[src/shared/lane_fmt_pkg.sv]
package lane_fmt_pkg;

    // operating format codes
    localparam logic [5:0] FMT_S8 = 6'h05;
    localparam logic [5:0] FMT_S16 = 6'h06;
    localparam logic [5:0] FMT_D8 = 6'h07;
    localparam logic [5:0] FMT_D16 = 6'h08;
    localparam logic [5:0] FMT_S4 = 6'h22;
    localparam logic [5:0] FMT_D4 = 6'h23;
    localparam logic [5:0] FMT_S8_C = 6'h2C;
    localparam logic [5:0] FMT_D8_C = 6'h2D;
    localparam logic [5:0] FMT_S16_C = 6'h32;
    localparam logic [5:0] FMT_D16_C = 6'h33;

    // lanes used per link
    localparam logic [3:0] NL_4 = 4'h2;
    localparam logic [3:0] NL_8 = 4'h4;
    localparam logic [3:0] NL_16 = 4'h8;
    localparam logic [3:0] NL_OFF = 4'h0;

    // test stream selection
    typedef enum logic [3:0] {
        TST_OFF, TST_PRBS7, TST_PRBS9, TST_PRBS15, TST_PRBS23, TST_PRBS31,
        TST_CLOCK, TST_RAMP, TST_SHORT, TST_D215, TST_K285, TST_ILA, TST_RJP
    } test_t;

    // prbs feedback taps
    localparam int PRBS7_A = 6;
    localparam int PRBS7_B = 7;
    localparam int PRBS9_A = 5;
    localparam int PRBS9_B = 9;
    localparam int PRBS15_A = 14;
    localparam int PRBS15_B = 15;
    localparam int PRBS23_A = 18;
    localparam int PRBS23_B = 23;
    localparam int PRBS31_A = 28;
    localparam int PRBS31_B = 31;
    localparam int PRBS_W = 31;

    // fixed characters
    localparam logic [7:0] OCT_ZERO = 8'h00;
    localparam logic [7:0] OCT_ONES = 8'hFF;
    localparam logic [7:0] OCT_D215 = 8'hB5;
    localparam logic [7:0] OCT_K285 = 8'hBC;

    // random jitter pattern, octet 0 in the low byte
    localparam logic [3:0] RJP_LEN = 4'hC;
    localparam logic [95:0] RJP_TAB = {
        8'h59, 8'h35, 8'hFB, 8'h5E, 8'h14, 8'hB3,
        8'h8F, 8'h6B, 8'h47, 8'h23, 8'hD7, 8'hBE
    };

endpackage

[src/design/frame_fifo.sv]
`timescale 1ns/100ps
`default_nettype none

module frame_fifo #(
    parameter int WIDTH = 128,
    parameter int DEPTH = 8
) (
    // clock and reset
    input wire logic i_ref_clk,
    input wire logic i_rstn,
    // fill side
    input wire logic i_valid,
    output logic o_ready,
    input wire logic [WIDTH-1:0] i_data,
    // drain side
    output logic o_valid,
    input wire logic i_ready,
    output logic [WIDTH-1:0] o_data
);

    localparam int AW = $clog2(DEPTH);

    logic [WIDTH-1:0] mem_ff [DEPTH];
    logic [AW-1:0] wr_ff, nxt_wr, rd_ff, nxt_rd;
    logic [AW:0] cnt_ff, nxt_cnt;
    logic full_ff, nxt_full, empty_ff, nxt_empty;
    logic ready_ff, nxt_ready;
    logic push, pop;

    assign push = i_valid && !full_ff;
    assign pop = i_ready && !empty_ff;
    assign o_ready = ready_ff;
    assign o_valid = !empty_ff;
    assign o_data = mem_ff[rd_ff];

    always_comb begin
        nxt_wr = push ? ((wr_ff == AW'(DEPTH - 1)) ? '0 : wr_ff + 1'b1) : wr_ff;
        nxt_rd = pop ? ((rd_ff == AW'(DEPTH - 1)) ? '0 : rd_ff + 1'b1) : rd_ff;
        nxt_cnt = cnt_ff + {{AW{1'b0}}, push} - {{AW{1'b0}}, pop};
        nxt_full = (nxt_cnt == (AW + 1)'(DEPTH));
        nxt_empty = (nxt_cnt == '0);
        nxt_ready = !nxt_full;
    end

    always_ff @(posedge i_ref_clk) begin
        if (!i_rstn) begin
            wr_ff <= '0;
            rd_ff <= '0;
            cnt_ff <= '0;
            full_ff <= 1'b0;
            empty_ff <= 1'b1;
            ready_ff <= 1'b1;
        end else begin
            wr_ff <= nxt_wr;
            rd_ff <= nxt_rd;
            cnt_ff <= nxt_cnt;
            full_ff <= nxt_full;
            empty_ff <= nxt_empty;
            ready_ff <= nxt_ready;
        end
    end

    always_ff @(posedge i_ref_clk) begin
        if (push) begin
            mem_ff[wr_ff] <= i_data;
        end
    end

endmodule // frame_fifo

`default_nettype wire

[src/design/serial_lane_formatter.sv]
`timescale 1ns/100ps
`default_nettype none

// Summary of operation
// - 8-lane dual: A[k] to lane Ak, B[k] Bk
// - 16-lane dual: A[k], B[k] on lanes k
// - format 50 maps like other 16-lane single
// - single: even samples link A, odd B
// - 4-lane single: S0 A0, S2 A1, S1 B0, S3 B1
// - 4-lane dual: A0,A1 and B0,B1 lanes
// - offset binary octets MSB first, tails zero
// - lowest lanes used, upper lanes powered down
// - sync header CRC-12 or FEC, no CRC-3
// - power-down disables every lane driver
// - test select picks stream, format sets lanes
// - PRBS raw, unscrambled, distinct lane phases
// - PRBS7 taps 6,7 and PRBS9 taps 5,9
// - PRBS15, PRBS23, PRBS31 long sequences
// - clock pattern eight ones, eight zeros, raw
// - ramp counter 00 to FF on every lane
// - ramp starts after alignment or serdes init
// - short transport: k then FF minus k
// - D21.5 stream in both codings
// - K28.5 comma stream, 8b/10b only
// - repeated ILA, resync on receiver request
// - jitter pattern 12 octets, 8b/10b only
// - jitter pattern octet values in order
module serial_lane_formatter #(
    parameter int LANES = 8,
    parameter int FIFO_DEPTH = 8
) (
    // clock and reset
    input wire logic i_ref_clk,
    input wire logic i_rstn,
    // configuration
    input wire logic [5:0] i_link_format_select,
    input wire logic [3:0] i_lane_test_select,
    input wire logic i_sync_hdr_fec,
    input wire logic i_power_down_pin,
    // link layer status
    input wire logic i_ila_done,
    input wire logic i_serdes_init,
    input wire logic i_sync_n,
    input wire logic i_lane_ready,
    // sample frames
    input wire logic i_smp_valid,
    output logic o_smp_ready,
    input wire logic [2*LANES*8-1:0] i_smp_frame,
    // lane outputs
    output logic [LANES*8-1:0] o_lane_a_data,
    output logic [LANES*8-1:0] o_lane_b_data,
    output logic [2*LANES-1:0] o_lane_ctrl_k,
    output logic [2*LANES-1:0] o_lane_drv_en,
    output logic o_lane_valid,
    output logic o_lane_raw,
    output logic o_sync_hdr_fec,
    output logic o_ila_repeat,
    output logic o_cgs_start
);

    localparam int NL = 2 * LANES;
    localparam int FW = NL * 8;

    lane_fmt_pkg::test_t tsel, mode_ff;
    logic [3:0] nlanes;
    logic dual, is_64b, is_prbs, run_data, step, f_valid, f_pop;
    logic [FW-1:0] f_data;
    int tap_a, tap_b;

    assign tsel = lane_fmt_pkg::test_t'(i_lane_test_select);

    ////////////////////////////////////////////////////////////////////
    // format decode

    always_comb begin
        nlanes = lane_fmt_pkg::NL_OFF;
        dual = 1'b0;
        is_64b = 1'b0;
        case (i_link_format_select)
            lane_fmt_pkg::FMT_S4: nlanes = lane_fmt_pkg::NL_4;
            lane_fmt_pkg::FMT_D4: begin
                nlanes = lane_fmt_pkg::NL_4;
                dual = 1'b1;
            end
            lane_fmt_pkg::FMT_S8: nlanes = lane_fmt_pkg::NL_8;
            lane_fmt_pkg::FMT_D8: begin
                nlanes = lane_fmt_pkg::NL_8;
                dual = 1'b1;
            end
            lane_fmt_pkg::FMT_S16: nlanes = lane_fmt_pkg::NL_16;
            lane_fmt_pkg::FMT_D16: begin
                nlanes = lane_fmt_pkg::NL_16;
                dual = 1'b1;
            end
            lane_fmt_pkg::FMT_S8_C: begin
                nlanes = lane_fmt_pkg::NL_8;
                is_64b = 1'b1;
            end
            lane_fmt_pkg::FMT_D8_C: begin
                nlanes = lane_fmt_pkg::NL_8;
                dual = 1'b1;
                is_64b = 1'b1;
            end
            lane_fmt_pkg::FMT_S16_C: begin
                nlanes = lane_fmt_pkg::NL_16;
                is_64b = 1'b1;
            end
            lane_fmt_pkg::FMT_D16_C: begin
                nlanes = lane_fmt_pkg::NL_16;
                dual = 1'b1;
                is_64b = 1'b1;
            end
            default: nlanes = lane_fmt_pkg::NL_OFF;
        endcase
    end

    always_comb begin
        tap_a = lane_fmt_pkg::PRBS7_A;
        tap_b = lane_fmt_pkg::PRBS7_B;
        is_prbs = 1'b1;
        case (tsel)
            lane_fmt_pkg::TST_PRBS7: tap_a = lane_fmt_pkg::PRBS7_A;
            lane_fmt_pkg::TST_PRBS9: begin
                tap_a = lane_fmt_pkg::PRBS9_A;
                tap_b = lane_fmt_pkg::PRBS9_B;
            end
            lane_fmt_pkg::TST_PRBS15: begin
                tap_a = lane_fmt_pkg::PRBS15_A;
                tap_b = lane_fmt_pkg::PRBS15_B;
            end
            lane_fmt_pkg::TST_PRBS23: begin
                tap_a = lane_fmt_pkg::PRBS23_A;
                tap_b = lane_fmt_pkg::PRBS23_B;
            end
            lane_fmt_pkg::TST_PRBS31: begin
                tap_a = lane_fmt_pkg::PRBS31_A;
                tap_b = lane_fmt_pkg::PRBS31_B;
            end
            default: is_prbs = 1'b0;
        endcase
    end

    ////////////////////////////////////////////////////////////////////
    // sample buffer

    assign run_data = !i_power_down_pin && (tsel == lane_fmt_pkg::TST_OFF) &&
        (nlanes != lane_fmt_pkg::NL_OFF);
    assign f_pop = run_data && f_valid && i_lane_ready;
    assign step = i_lane_ready && !i_power_down_pin;

    frame_fifo #(
        .WIDTH(FW),
        .DEPTH(FIFO_DEPTH)
    ) u_fifo (
        .i_ref_clk(i_ref_clk),
        .i_rstn(i_rstn),
        .i_valid(i_smp_valid),
        .o_ready(o_smp_ready),
        .i_data(i_smp_frame),
        .o_valid(f_valid),
        .i_ready(f_pop),
        .o_data(f_data)
    );

    ////////////////////////////////////////////////////////////////////
    // pattern state

    localparam int PRBS_WL = lane_fmt_pkg::PRBS_W;

    // advance one octet of y[n] = y[n-a] ^ y[n-b], first bit in bit 7
    function automatic logic [PRBS_WL+7:0] prbs_adv(input logic [PRBS_WL-1:0] s,
                                                    input int a, input int b);
        logic [PRBS_WL-1:0] st;
        logic [7:0] oct;
        logic nb;
        st = s;
        oct = '0;
        for (int i = 0; i < 8; i++) begin
            nb = st[a-1] ^ st[b-1];
            oct[7-i] = nb;
            st = {st[PRBS_WL-2:0], nb};
        end
        return {st, oct};
    endfunction

    logic [PRBS_WL-1:0] prbs_ff [NL];
    logic [PRBS_WL-1:0] nxt_prbs [NL];
    logic [FW-1:0] lane_ff, nxt_lane;
    logic [NL-1:0] k_ff, nxt_k, en_ff, nxt_en;
    logic [7:0] ramp_ff, nxt_ramp;
    logic [3:0] rjp_ff, nxt_rjp;
    logic phase_ff, nxt_phase, ramp_go_ff, nxt_ramp_go;
    logic valid_ff, nxt_valid, raw_ff, nxt_raw;
    logic fec_ff, nxt_fec, ila_ff, nxt_ila, cgs_ff, nxt_cgs, sync_d_ff;
    logic [PRBS_WL+7:0] adv;
    logic [7:0] oct, kk;
    logic pat_ok;

    always_comb begin
        nxt_lane = lane_ff;
        nxt_k = k_ff;
        nxt_en = '0;
        nxt_prbs = prbs_ff;
        nxt_ramp = ramp_ff;
        nxt_rjp = rjp_ff;
        nxt_phase = phase_ff;
        nxt_ramp_go = ramp_go_ff;
        adv = '0;
        oct = '0;
        kk = '0;
        pat_ok = 1'b1;
        case (tsel)
            lane_fmt_pkg::TST_K285, lane_fmt_pkg::TST_ILA,
            lane_fmt_pkg::TST_RJP: pat_ok = !is_64b;
            lane_fmt_pkg::TST_RAMP: pat_ok = ramp_go_ff;
            lane_fmt_pkg::TST_OFF: pat_ok = f_pop;
            default: pat_ok = 1'b1;
        endcase
        nxt_valid = !i_power_down_pin && pat_ok && (tsel == lane_fmt_pkg::TST_OFF ||
            (i_lane_ready && nlanes != lane_fmt_pkg::NL_OFF));
        nxt_raw = is_prbs || tsel == lane_fmt_pkg::TST_CLOCK;
        for (int l = 0; l < NL; l++) begin
            kk = 8'(l % LANES);
            nxt_en[l] = !i_power_down_pin && (kk < 8'(nlanes));
            adv = prbs_adv(prbs_ff[l], tap_a, tap_b);
            oct = lane_fmt_pkg::OCT_ZERO;
            case (tsel)
                lane_fmt_pkg::TST_OFF: begin
                    if (dual) begin
                        oct = f_data[8*l+:8];
                    end else begin
                        oct = f_data[8*(2*(l % LANES) + l / LANES)+:8];
                    end
                end
                lane_fmt_pkg::TST_CLOCK: oct = phase_ff ? lane_fmt_pkg::OCT_ZERO :
                    lane_fmt_pkg::OCT_ONES;
                lane_fmt_pkg::TST_RAMP: oct = ramp_ff;
                lane_fmt_pkg::TST_SHORT: oct = phase_ff ? ~kk : kk;
                lane_fmt_pkg::TST_D215: oct = lane_fmt_pkg::OCT_D215;
                lane_fmt_pkg::TST_K285: oct = lane_fmt_pkg::OCT_K285;
                lane_fmt_pkg::TST_RJP: oct = lane_fmt_pkg::RJP_TAB[8*rjp_ff+:8];
                default: oct = is_prbs ? adv[7:0] : lane_fmt_pkg::OCT_ZERO;
            endcase
            if (!is_prbs || mode_ff != tsel) begin
                nxt_prbs[l] = PRBS_WL'(l + 1);
            end else if (step) begin
                nxt_prbs[l] = adv[PRBS_WL+7:8];
            end
            if (!nxt_en[l] || !pat_ok) begin
                oct = lane_fmt_pkg::OCT_ZERO;
            end
            if (nxt_valid || !nxt_en[l]) begin
                nxt_lane[8*l+:8] = oct;
                nxt_k[l] = nxt_en[l] && pat_ok && tsel == lane_fmt_pkg::TST_K285;
            end
        end
        if (mode_ff != tsel) begin
            nxt_ramp = lane_fmt_pkg::OCT_ZERO;
            nxt_rjp = '0;
            nxt_phase = 1'b0;
            nxt_ramp_go = 1'b0;
        end else if (nxt_valid) begin
            nxt_phase = !phase_ff;
            nxt_ramp = ramp_ff + 8'h01;
            nxt_rjp = (rjp_ff == lane_fmt_pkg::RJP_LEN - 4'h1) ? 4'h0 : rjp_ff + 4'h1;
        end
        if (tsel == lane_fmt_pkg::TST_RAMP && (is_64b ? i_serdes_init : i_ila_done)) begin
            nxt_ramp_go = mode_ff == tsel;
        end
        if (i_power_down_pin) begin
            nxt_ramp_go = 1'b0;
        end
    end

    ////////////////////////////////////////////////////////////////////
    // link control

    always_comb begin
        nxt_fec = i_sync_hdr_fec;
        nxt_ila = !is_64b && tsel == lane_fmt_pkg::TST_ILA && !i_power_down_pin;
        nxt_cgs = nxt_ila && sync_d_ff && !i_sync_n;
    end

    always_ff @(posedge i_ref_clk) begin
        if (!i_rstn) begin
            lane_ff <= '0;
            k_ff <= '0;
            en_ff <= '0;
            ramp_ff <= '0;
            rjp_ff <= '0;
            phase_ff <= 1'b0;
            ramp_go_ff <= 1'b0;
            valid_ff <= 1'b0;
            raw_ff <= 1'b0;
            fec_ff <= 1'b0;
            ila_ff <= 1'b0;
            cgs_ff <= 1'b0;
            sync_d_ff <= 1'b1;
            mode_ff <= lane_fmt_pkg::TST_OFF;
            for (int l = 0; l < NL; l++) begin
                prbs_ff[l] <= PRBS_WL'(l + 1);
            end
        end else begin
            lane_ff <= nxt_lane;
            k_ff <= nxt_k;
            en_ff <= nxt_en;
            ramp_ff <= nxt_ramp;
            rjp_ff <= nxt_rjp;
            phase_ff <= nxt_phase;
            ramp_go_ff <= nxt_ramp_go;
            valid_ff <= nxt_valid;
            raw_ff <= nxt_raw;
            fec_ff <= nxt_fec;
            ila_ff <= nxt_ila;
            cgs_ff <= nxt_cgs;
            sync_d_ff <= i_sync_n;
            mode_ff <= tsel;
            prbs_ff <= nxt_prbs;
        end
    end

    assign o_lane_a_data = lane_ff[FW/2-1:0];
    assign o_lane_b_data = lane_ff[FW-1:FW/2];
    assign o_lane_ctrl_k = k_ff;
    assign o_lane_drv_en = en_ff;
    assign o_lane_valid = valid_ff;
    assign o_lane_raw = raw_ff;
    assign o_sync_hdr_fec = fec_ff;
    assign o_ila_repeat = ila_ff;
    assign o_cgs_start = cgs_ff;

    ////////////////////////////////////////////////////////////////////
    // checks

    logic steady;
    // mode_ff holds last cycle's select, so equality already means a stable select
    assign steady = mode_ff == tsel && !i_power_down_pin;

    a_pd_drivers_off: assert property (@(posedge i_ref_clk) disable iff (!i_rstn)
        i_power_down_pin |=> o_lane_drv_en == '0 && !o_lane_valid)
        else $error("lane drivers active in power-down");
    a_upper_lanes_off: assert property (@(posedge i_ref_clk) disable iff (!i_rstn)
        (nlanes == lane_fmt_pkg::NL_4) |=> o_lane_drv_en[LANES-1:2] == '0)
        else $error("upper lane enabled in 4-lane format");
    a_fec_follow: assert property (@(posedge i_ref_clk) disable iff (!i_rstn)
        ##1 o_sync_hdr_fec == $past(i_sync_hdr_fec))
        else $error("sync header mode not applied");
    a_single_map: assert property (@(posedge i_ref_clk) disable iff (!i_rstn)
        f_pop && !dual |=> o_lane_b_data[7:0] == $past(f_data[15:8]) &&
        o_lane_a_data[15:8] == $past(f_data[23:16]))
        else $error("single channel sample placed on wrong lane");
    a_dual_map: assert property (@(posedge i_ref_clk) disable iff (!i_rstn)
        f_pop && dual |=> o_lane_b_data[7:0] == $past(f_data[FW/2+7:FW/2]))
        else $error("channel B sample 0 not on lane B0");
    a_clock_toggle: assert property (@(posedge i_ref_clk) disable iff (!i_rstn)
        tsel == lane_fmt_pkg::TST_CLOCK && steady && o_lane_valid && nxt_valid
        |=> o_lane_a_data[7:0] == ~$past(o_lane_a_data[7:0]) && o_lane_raw)
        else $error("clock pattern did not alternate");
    a_ramp_wrap: assert property (@(posedge i_ref_clk) disable iff (!i_rstn)
        tsel == lane_fmt_pkg::TST_RAMP && steady && o_lane_valid && nxt_valid
        |=> o_lane_a_data[7:0] == $past(o_lane_a_data[7:0]) + 8'h01 &&
        o_lane_b_data[7:0] == o_lane_a_data[7:0])
        else $error("ramp did not count on every lane");
    a_ramp_hold: assert property (@(posedge i_ref_clk) disable iff (!i_rstn)
        tsel == lane_fmt_pkg::TST_RAMP && !ramp_go_ff |=> !o_lane_valid)
        else $error("ramp sent before link start");
    a_short_lane1: assert property (@(posedge i_ref_clk) disable iff (!i_rstn)
        tsel == lane_fmt_pkg::TST_SHORT && steady && nxt_valid && nlanes != lane_fmt_pkg::NL_OFF
        |=> (o_lane_a_data[15:8] == 8'h01) ^ (o_lane_a_data[15:8] == 8'hFE))
        else $error("short transport octet wrong on lane 1");
    a_k_comma: assert property (@(posedge i_ref_clk) disable iff (!i_rstn)
        tsel == lane_fmt_pkg::TST_K285 && !is_64b && nxt_valid
        |=> o_lane_ctrl_k[0] && o_lane_a_data[7:0] == lane_fmt_pkg::OCT_K285)
        else $error("comma stream missing");
    a_rjp_next: assert property (@(posedge i_ref_clk) disable iff (!i_rstn)
        tsel == lane_fmt_pkg::TST_RJP && steady && o_lane_valid && nxt_valid &&
        o_lane_a_data[7:0] == 8'hBE |=> o_lane_a_data[7:0] == 8'hD7)
        else $error("jitter pattern out of order");
    a_prbs_raw: assert property (@(posedge i_ref_clk) disable iff (!i_rstn)
        is_prbs |=> o_lane_raw ##0 (o_lane_a_data[7:0] != o_lane_a_data[15:8] ||
        !o_lane_valid || nlanes == lane_fmt_pkg::NL_OFF))
        else $error("prbs lanes not raw or in phase");

    c_data_mode: cover property (@(posedge i_ref_clk) disable iff (!i_rstn)
        f_pop ##1 f_pop);
    c_ramp_wrap: cover property (@(posedge i_ref_clk) disable iff (!i_rstn)
        o_lane_valid && o_lane_a_data[7:0] == 8'hFF && tsel == lane_fmt_pkg::TST_RAMP);
    c_cgs: cover property (@(posedge i_ref_clk) disable iff (!i_rstn) o_cgs_start);
    c_fifo_full: cover property (@(posedge i_ref_clk) disable iff (!i_rstn) !o_smp_ready);

endmodule // serial_lane_formatter

`default_nettype wire

[config.mk]
export PLATFORM = sky130hd
export DESIGN_NAME = serial_lane_formatter
export DESIGN_NICKNAME = d
export VERILOG_FILES = /design/src/shared/lane_fmt_pkg.sv /design/src/design/frame_fifo.sv /design/src/design/serial_lane_formatter.sv
export SDC_FILE = /design/constraint.sdc
export NUM_CORES = 2
export LEC_CHECK = 0
export BUFFER_PORTS_ARGS = -buffer_cell sky130_fd_sc_hd__buf_4
export CAP_MARGIN = 10
export CORE_ASPECT_RATIO = 1.2
export CORE_MARGIN = 1
export CORE_UTILIZATION = 40
export CTS_CLUSTER_DIAMETER = 120
export DETAILED_ROUTE_END_ITERATION = 10
export GPL_ROUTABILITY_DRIVEN = 0
export SKIP_LAST_GASP = 1
export SYNTH_ARGS = -nofsm -noshare
export SYNTH_HDL_FRONTEND = slang
export SYNTH_SLANG_ARGS = --single-unit
[constraint.sdc]
create_clock -name i_ref_clk -period 17.46 [get_ports i_ref_clk]
set_input_delay 2.619 -clock i_ref_clk [delete_from_list [all_inputs] [get_ports i_ref_clk]]
set_output_delay 2.619 -clock i_ref_clk [all_outputs]
set_load 0.05 [all_outputs]
# == Word level (Yosys, flattened, before mapping) ==
# Memory sizes are Yosys's and may differ from the RTL's. A register that Yosys moved wholly into a read port is not among the register bits.
# Cells that the tools add are included.
# totals
ff_bits,685
n_memories,1
mem_bits_rw,1024
word_cells,1172
in_bits,147
# classes
n_bitwise,129
add_sub_neg,8
eq_ne,28
magnitude_cmp,10
n_reduce_logical,89
shift,1
muxes,856
# mem_list
name,words,word_bits,read_ports,rd_clocked_by_memory_dff,write_ports,line_no,source
u_fifo.mem_ff,8,128,1,1,1,frame_fifo.sv:23,logic [WIDTH-1:0] mem_ff [DEPTH];
# op_table
op,n
$bmux W1 S5,256
$pmux W8 S7,16
$mux W1,520
$mux W8,55
$xor A1 B1 Y1,128
$shiftx A96 B8 Y8 const A,1
$lt A32 B7 Y1 const B,2
$sub A32 B2 Y32 const B,2
$pmux W5 S4,2
$logic_and A1 B1 Y1,39
$eq A6 B6 Y1 const B,6
$eq A4 B4 Y1 const B,7
$logic_or A1 B1 Y1,19
$eq A6 B3 Y1 const B,3
$logic_not A1 Y1,17
$eq A4 B3 Y1 const B,4
$lt A3 B4 Y1 const A,4
$mux W3,4
$pmux W4 S3,1
$reduce_or A4 Y1,3
$reduce_or A5 Y1,2
$add A8 B1 Y8 const B,1
$eq A4 B2 Y1 const B,2
$logic_not A4 Y1,2
other kinds (18),25

# == Logic depth before layout (Yosys ltp) ==
# depth
ltp_word,38
ltp_mapped,17
mapped_depth_nobuf,14

# == By module ==
# Synthesis repeated with hierarchy kept, for this count alone.
# unflattened
cells_unflattened,7505
hier_area_um2,81100.3
# modules_own_cells
mod,area_per_inst_um2,n_inst,cells_per_inst
serial_lane_formatter,41427.2,1,5941
frame_fifo,39673.0,1,1564

# == Worst setup path before layout ==
# OpenSTA, ideal clock, no wires.
# synth_path
path_type,input to register
from,input i_smp_valid
to,memory u_fifo.mem_ff[1][0] (enable)
path_buffers,1
path_stages,3
path_slack_ps,575
arrival_time_ps,15911
path_cell_list,nand2b_1 clkbuf_1 nor4b_1
# synth_via
elab_chain_len,3
# synth_lines
element,line_no,source
"start, declared",serial_lane_formatter.sv:46,"input wire logic i_smp_valid,"
$logic_and A1 B1 Y1,frame_fifo.sv:30,assign push = i_valid && !full_ff;
$mux W1,frame_fifo.sv:64,if (push) begin
$mux W1 (not written as such),frame_fifo.sv:65,mem_ff[wr_ff] <= i_data;
"end, declared",frame_fifo.sv:23,
# Every way passes these cells.

# == Final worst setup path ==
# layout_path
from,input i_lane_test_select[2]
to,register lane_ff[57]
# layout_via
elab_chain_len,34
word_cells_on_any_way,83
classes_between,add/sub: 2; eq/ne: 12; mux: 49; bitwise: 7; reduce/logical: 13
# layout_lines
element,line_no,source
"start, declared",serial_lane_formatter.sv:37,"input wire logic [3:0] i_lane_test_select,"
$eq A4 B3 Y1 / $eq A4 B2 Y1 (equally long branches),serial_lane_formatter.sv:121,case (tsel)
$pmux W5 S4,serial_lane_formatter.sv:121,
$sub A32 B2 Y32,serial_lane_formatter.sv:179,nb = st[a-1] ^ st[b-1];
$bmux W1 S5,serial_lane_formatter.sv:179,
$mux W1 (not written as such) (2 in a row),serial_lane_formatter.sv:179,
$xor A1 B1 Y1,serial_lane_formatter.sv:179,
$bmux W1 S5,serial_lane_formatter.sv:179,
$mux W1 (not written as such) (2 in a row),serial_lane_formatter.sv:179,
(+14 left out),n/a,
$mux W1 (not written as such) (2 in a row),serial_lane_formatter.sv:179,
$xor A1 B1 Y1,serial_lane_formatter.sv:179,
$bmux W1 S5,serial_lane_formatter.sv:179,
$mux W1 (not written as such) (2 in a row),serial_lane_formatter.sv:179,
$xor A1 B1 Y1,serial_lane_formatter.sv:179,
$mux W8,serial_lane_formatter.sv:242,default: oct = is_prbs ? adv[7:0] : lane_fmt_pkg::OCT_ZERO;
$pmux W8 S7,serial_lane_formatter.sv:227,case (tsel)
$mux W8,serial_lane_formatter.sv:249,if (!nxt_en[l] || !pat_ok) begin
"end signal, assigned",serial_lane_formatter.sv:304,lane_ff <= nxt_lane;
"end, declared",serial_lane_formatter.sv:188,"logic [FW-1:0] lane_ff, nxt_lane;"
# Several ways; a longest one is shown, not always the timed one. The select of a mux whose other input is x is not followed.
# A chain may end at the register's enable or synchronous reset.

==> impl_metrics.ini <==
[status]
status = finished with violations
failed_checks = capacitance limit

[timing]
fmax_ghz = 0.131
worst_pin_slew_ns = 1.48
setup_viol = 0
hold_violations = 0
setup_tns_ns = 0
fin_crit_sh = 0.438
rsz0062_at_grt = no
skew_ns = 0.0703
period_needed_ns = 7.65
maxSlewHeadroom = 0.00600
maxSlewViolCount = 0

[drt]
vias = 65400
vias_per_cell = 6.29
drt_iter0_drc = 9794
routed_wl_microns = 304000
drc = 0
drt-pass1-iter-count = 9
postRouteAntennaNets = 0
wl_per_cell_microns = 29.2

[worst_hold_path]
worstHoldStart = prbs_ff[138]$_SDFFE_PP0P_
hold_path_end = prbs_ff[146]$_SDFFE_PP0P_
hp-class = reg2reg
hold_depth = 2

[die]
dieWidth_microns = 412
io_pins = 313
die_area_sq_um = 204000
initial_core_util = 0.403
die_height_microns = 494
rows = 180
core_area_sq_um = 200000

[cells_and_area]
layout_common_cells = nand2_1, edfxtp_1, a21oi_1, dfxtp_1, nor2_1
final_common_cell = nand2_1
fin_util = 0.453
fin_nets = 7774
final_layout_size_suffix_gt1_frac = 0.151
n_fill_cell = 18300
synthToLayoutAreaGrowth_pct = 12.4

[yosys]
syn_inst = 7626
yosys_warnings = 0
yosysTopAreaCell = edfxtp_1
synthArstFlopShare = 0
synth_seq_cells = 1696
yosysSeqAreaShare = 0.547
synthDistinctLibCells = 94
synthTopCellsByArea = edfxtp_1, dfxtp_1, mux4_2
syn_area_sq_um = 80800
synthFlopType = edfxtp_1
synth_fp_nets = 7791
yosysTopAreaCellShare = 0.381
avgSynthCellArea_sq_um = 10.6
synth-edff-count = 1024

[clocking]
cts_root_buf = clkbuf_16
clk_latency_ns = 0.85
clkTransAtPathRegs_ns = 0.07
htreeDepth = 4
post_cts_buffers = 0
ctsHoldBuffers = 0
ctsResizeCount = 0
clockBufferDepth = 3
cts.sinks = 1696
cts_tree = built
cts_buffers = 165

[pwr]
peakVddDrop_uv = 135
power.leakage_uw = 0.0290
seq_power_share = 0.482
p_comb_frac = 0.115
internal-power_uw = 6770
clkPwrFrac = 0.404
swShare = 0.266
p_sw_uw = 2450
p_per_area_nw_per_um2 = 102

[grt]
grt_use_total = 0.290
grt_first_pass_wirelength_microns = 434000
met2_usage = 0.424
grt_max_degree = 171
grt_overflow = 0
grtUsageMet1 = 0.383
top_usage_layer = met2
grt_util_met3 = 0.0972
first_global_vias = 60300
antenna_found_initial = 31

[setup_path]
worst-path-buf-inv = 3
rr_worst_depth = 10
r2r_slack_ns = 11.58
cp_common_cell = buf_4
max_stage_delay_ns = 0.72
critPathTopFamily = simple AND/OR/NAND/NOR gates
critPathLaunchType = input port
worstPathArrival_ns = 8.38
critical_path_class = in2reg
path_cells = buf_4 > buf_4 > or2_2 > o21ai_0 > a22oi_1 > nor2_1 > nor2_2 > buf_4 > nand2_1 > nor2_1 > nand2_1 > o221ai_1
end_kind = flop
required_ns = 18.19
worstPathMaxFanout = 55
rr_endpoint = lane_ff[120]$_SDFFE_PN0P_
slowest_stage = buf_4

[placement]
portBuffers = 312
dp_hpwl_microns = 197000

[run]
drv_cap = 1
[routing by layer]
metal / vias to the layer above / share of wire
met1: 32000 / 0.38
li1: 27900 / -
met2: 4509 / 0.43
met5: - / 0.0010
met4: 42 / 0.060
met3: 963 / 0.13
[cell usage after synthesis (all sizes together), types with 16 or more instances]
| library cell | n |
|---|---|
| a31o | 17 |
| nand2 | 1515 |
| and3 | 27 |
| mux2i | 277 |
| dfxtp | 672 |
| a21oi | 899 |
| xnor2 | 119 |
| a32oi | 68 |
| nor3 | 82 |
| ha | 17 |
| a31oi | 73 |
| a21o | 17 |
| nand2b | 26 |
| o211ai | 45 |
| mux4 | 256 |
| nand3 | 106 |
| o221ai | 40 |
| edfxtp | 1024 |
| nor2b | 20 |
| a22oi | 66 |
| buf | 266 |
| a211oi | 100 |
| o22ai | 76 |
| o21ai | 417 |
| a221oi | 27 |
| and2 | 32 |
| mux2 | 89 |
| or3 | 16 |
| xor2 | 81 |
| inv | 29 |
| nor2 | 471 |
| nor4 | 27 |
| clkbuf | 385 |
[worst register-to-register path: cells and delay by family, from the launching register on]
kind,cells,cell delay (ns)
buffers and inverters,3,2.19
AND/OR/NAND/NOR,1,0.17
multiplexers,2,1.19
flip-flops,1,0.75
AO/OA/AOI/OAI,4,1.42
[flip-flops by register name, indices dropped and copies added (netlist names), named ones only]
signal	flops
mode_ff	4
sync_d_ff	1
u_fifo.o_ready	1
rjp_ff	4
lane_ff	128
ramp_go_ff	1
o_cgs_start	1
u_fifo.mem_ff	1024
o_lane_valid	1
u_fifo.wr_ff	3
prbs_ff	473
u_fifo.cnt_ff	4
phase_ff	1
ramp_ff	8
o_lane_ctrl_k	4
o_lane_raw	1
o_lane_drv_en	4
u_fifo.empty_ff	1
u_fifo.full_ff	1
o_sync_hdr_fec	1
u_fifo.rd_ff	3
o_ila_repeat	1
adv	23
[how the worst max path moves through the flow]
stage,from,end,slack [ns],cells after the start
6_report,i_lane_test_select[2],lane_ff[57]$_SDFFE_PN0P_,9.81,12
5_1_grt,i_lane_test_select[2],lane_ff[122]$_SDFFE_PN0P_,10.02,12
4_1_cts,i_lane_test_select[2],lane_ff[57]$_SDFFE_PN0P_,10.27,12
3_5_place_dp,i_lane_test_select[2],lane_ff[42]$_SDFFE_PN0P_,9.39,12
3_3_place_gp,i_lane_test_select[0],lane_ff[42]$_SDFFE_PN0P_,8.92,10
2_1_floorplan,i_smp_valid,u_fifo.mem_ff[1][0]$_DFFE_PP_,0.58,3
[power groups by stage]
stage | Sequential, uW | Combinational (uW) | Clock [uW]
after global placement | 4520 | 1020 | 0
after detailed placement | 4530 | 1020 | 0
after global routing | 4450 | 1090 | 3910
final | 4440 | 1060 | 3720
after CTS | 4440 | 1030 | 3760
after floorplan | 4580 | 552 | 0
[layout make-up]
| type | count | area, sq um | share of cell area |
|---|---|---|---|
| Antenna cell | 9 | 22.5 | 0.000248 |
| Clock buffer | 218 | 4460 | 0.0491 |
| Clock inverter | 89 | 1170 | 0.0129 |
| Inverter | 32 | 121 | 0.00134 |
| Multi-Input combinational cell | 5247 | 33900 | 0.373 |
| Sequential cell | 1696 | 44200 | 0.487 |
| Tap cell | 2639 | 3300 | 0.0364 |
| Timing Repair Buffer | 467 | 3640 | 0.0401 |
[cell families (layout without fill, tap and decap cells)]
group           after synthesis  count (layout)  share of synthesized area
other cells                   0               9                          0
fa+ha+maj                    18              18                    0.00288
flops                      1696            1696                      0.547
compound gates             2002            2002                      0.149
simple gates               2404            2404                      0.124
buf+inv                     683             806                     0.0367
mux                         622             622                      0.118
xor+xnor                    201             201                     0.0221
[through the flow]
stage / hold WS (ns) / worst slack [ns] / std cells / total power (uW) / instance area, sq um
3_5_place_dp: 0.448 / 9.39 / 10100 / 5550 / 85100
6_report: 0.447 / 9.81 / 10400 / 9230 / 90800
3_3_place_gp: 0.438 / 8.92 / 10100 / 5530 / 85100
2_1_floorplan: 0.432 / 0.575 / 7626 / 5130 / 80800
5_1_grt: 0.453 / 10.02 / 10400 / 9440 / 90800
4_1_cts: 0.438 / 10.27 / 10400 / 9230 / 90800
Power figures use the tool's default switching activity.
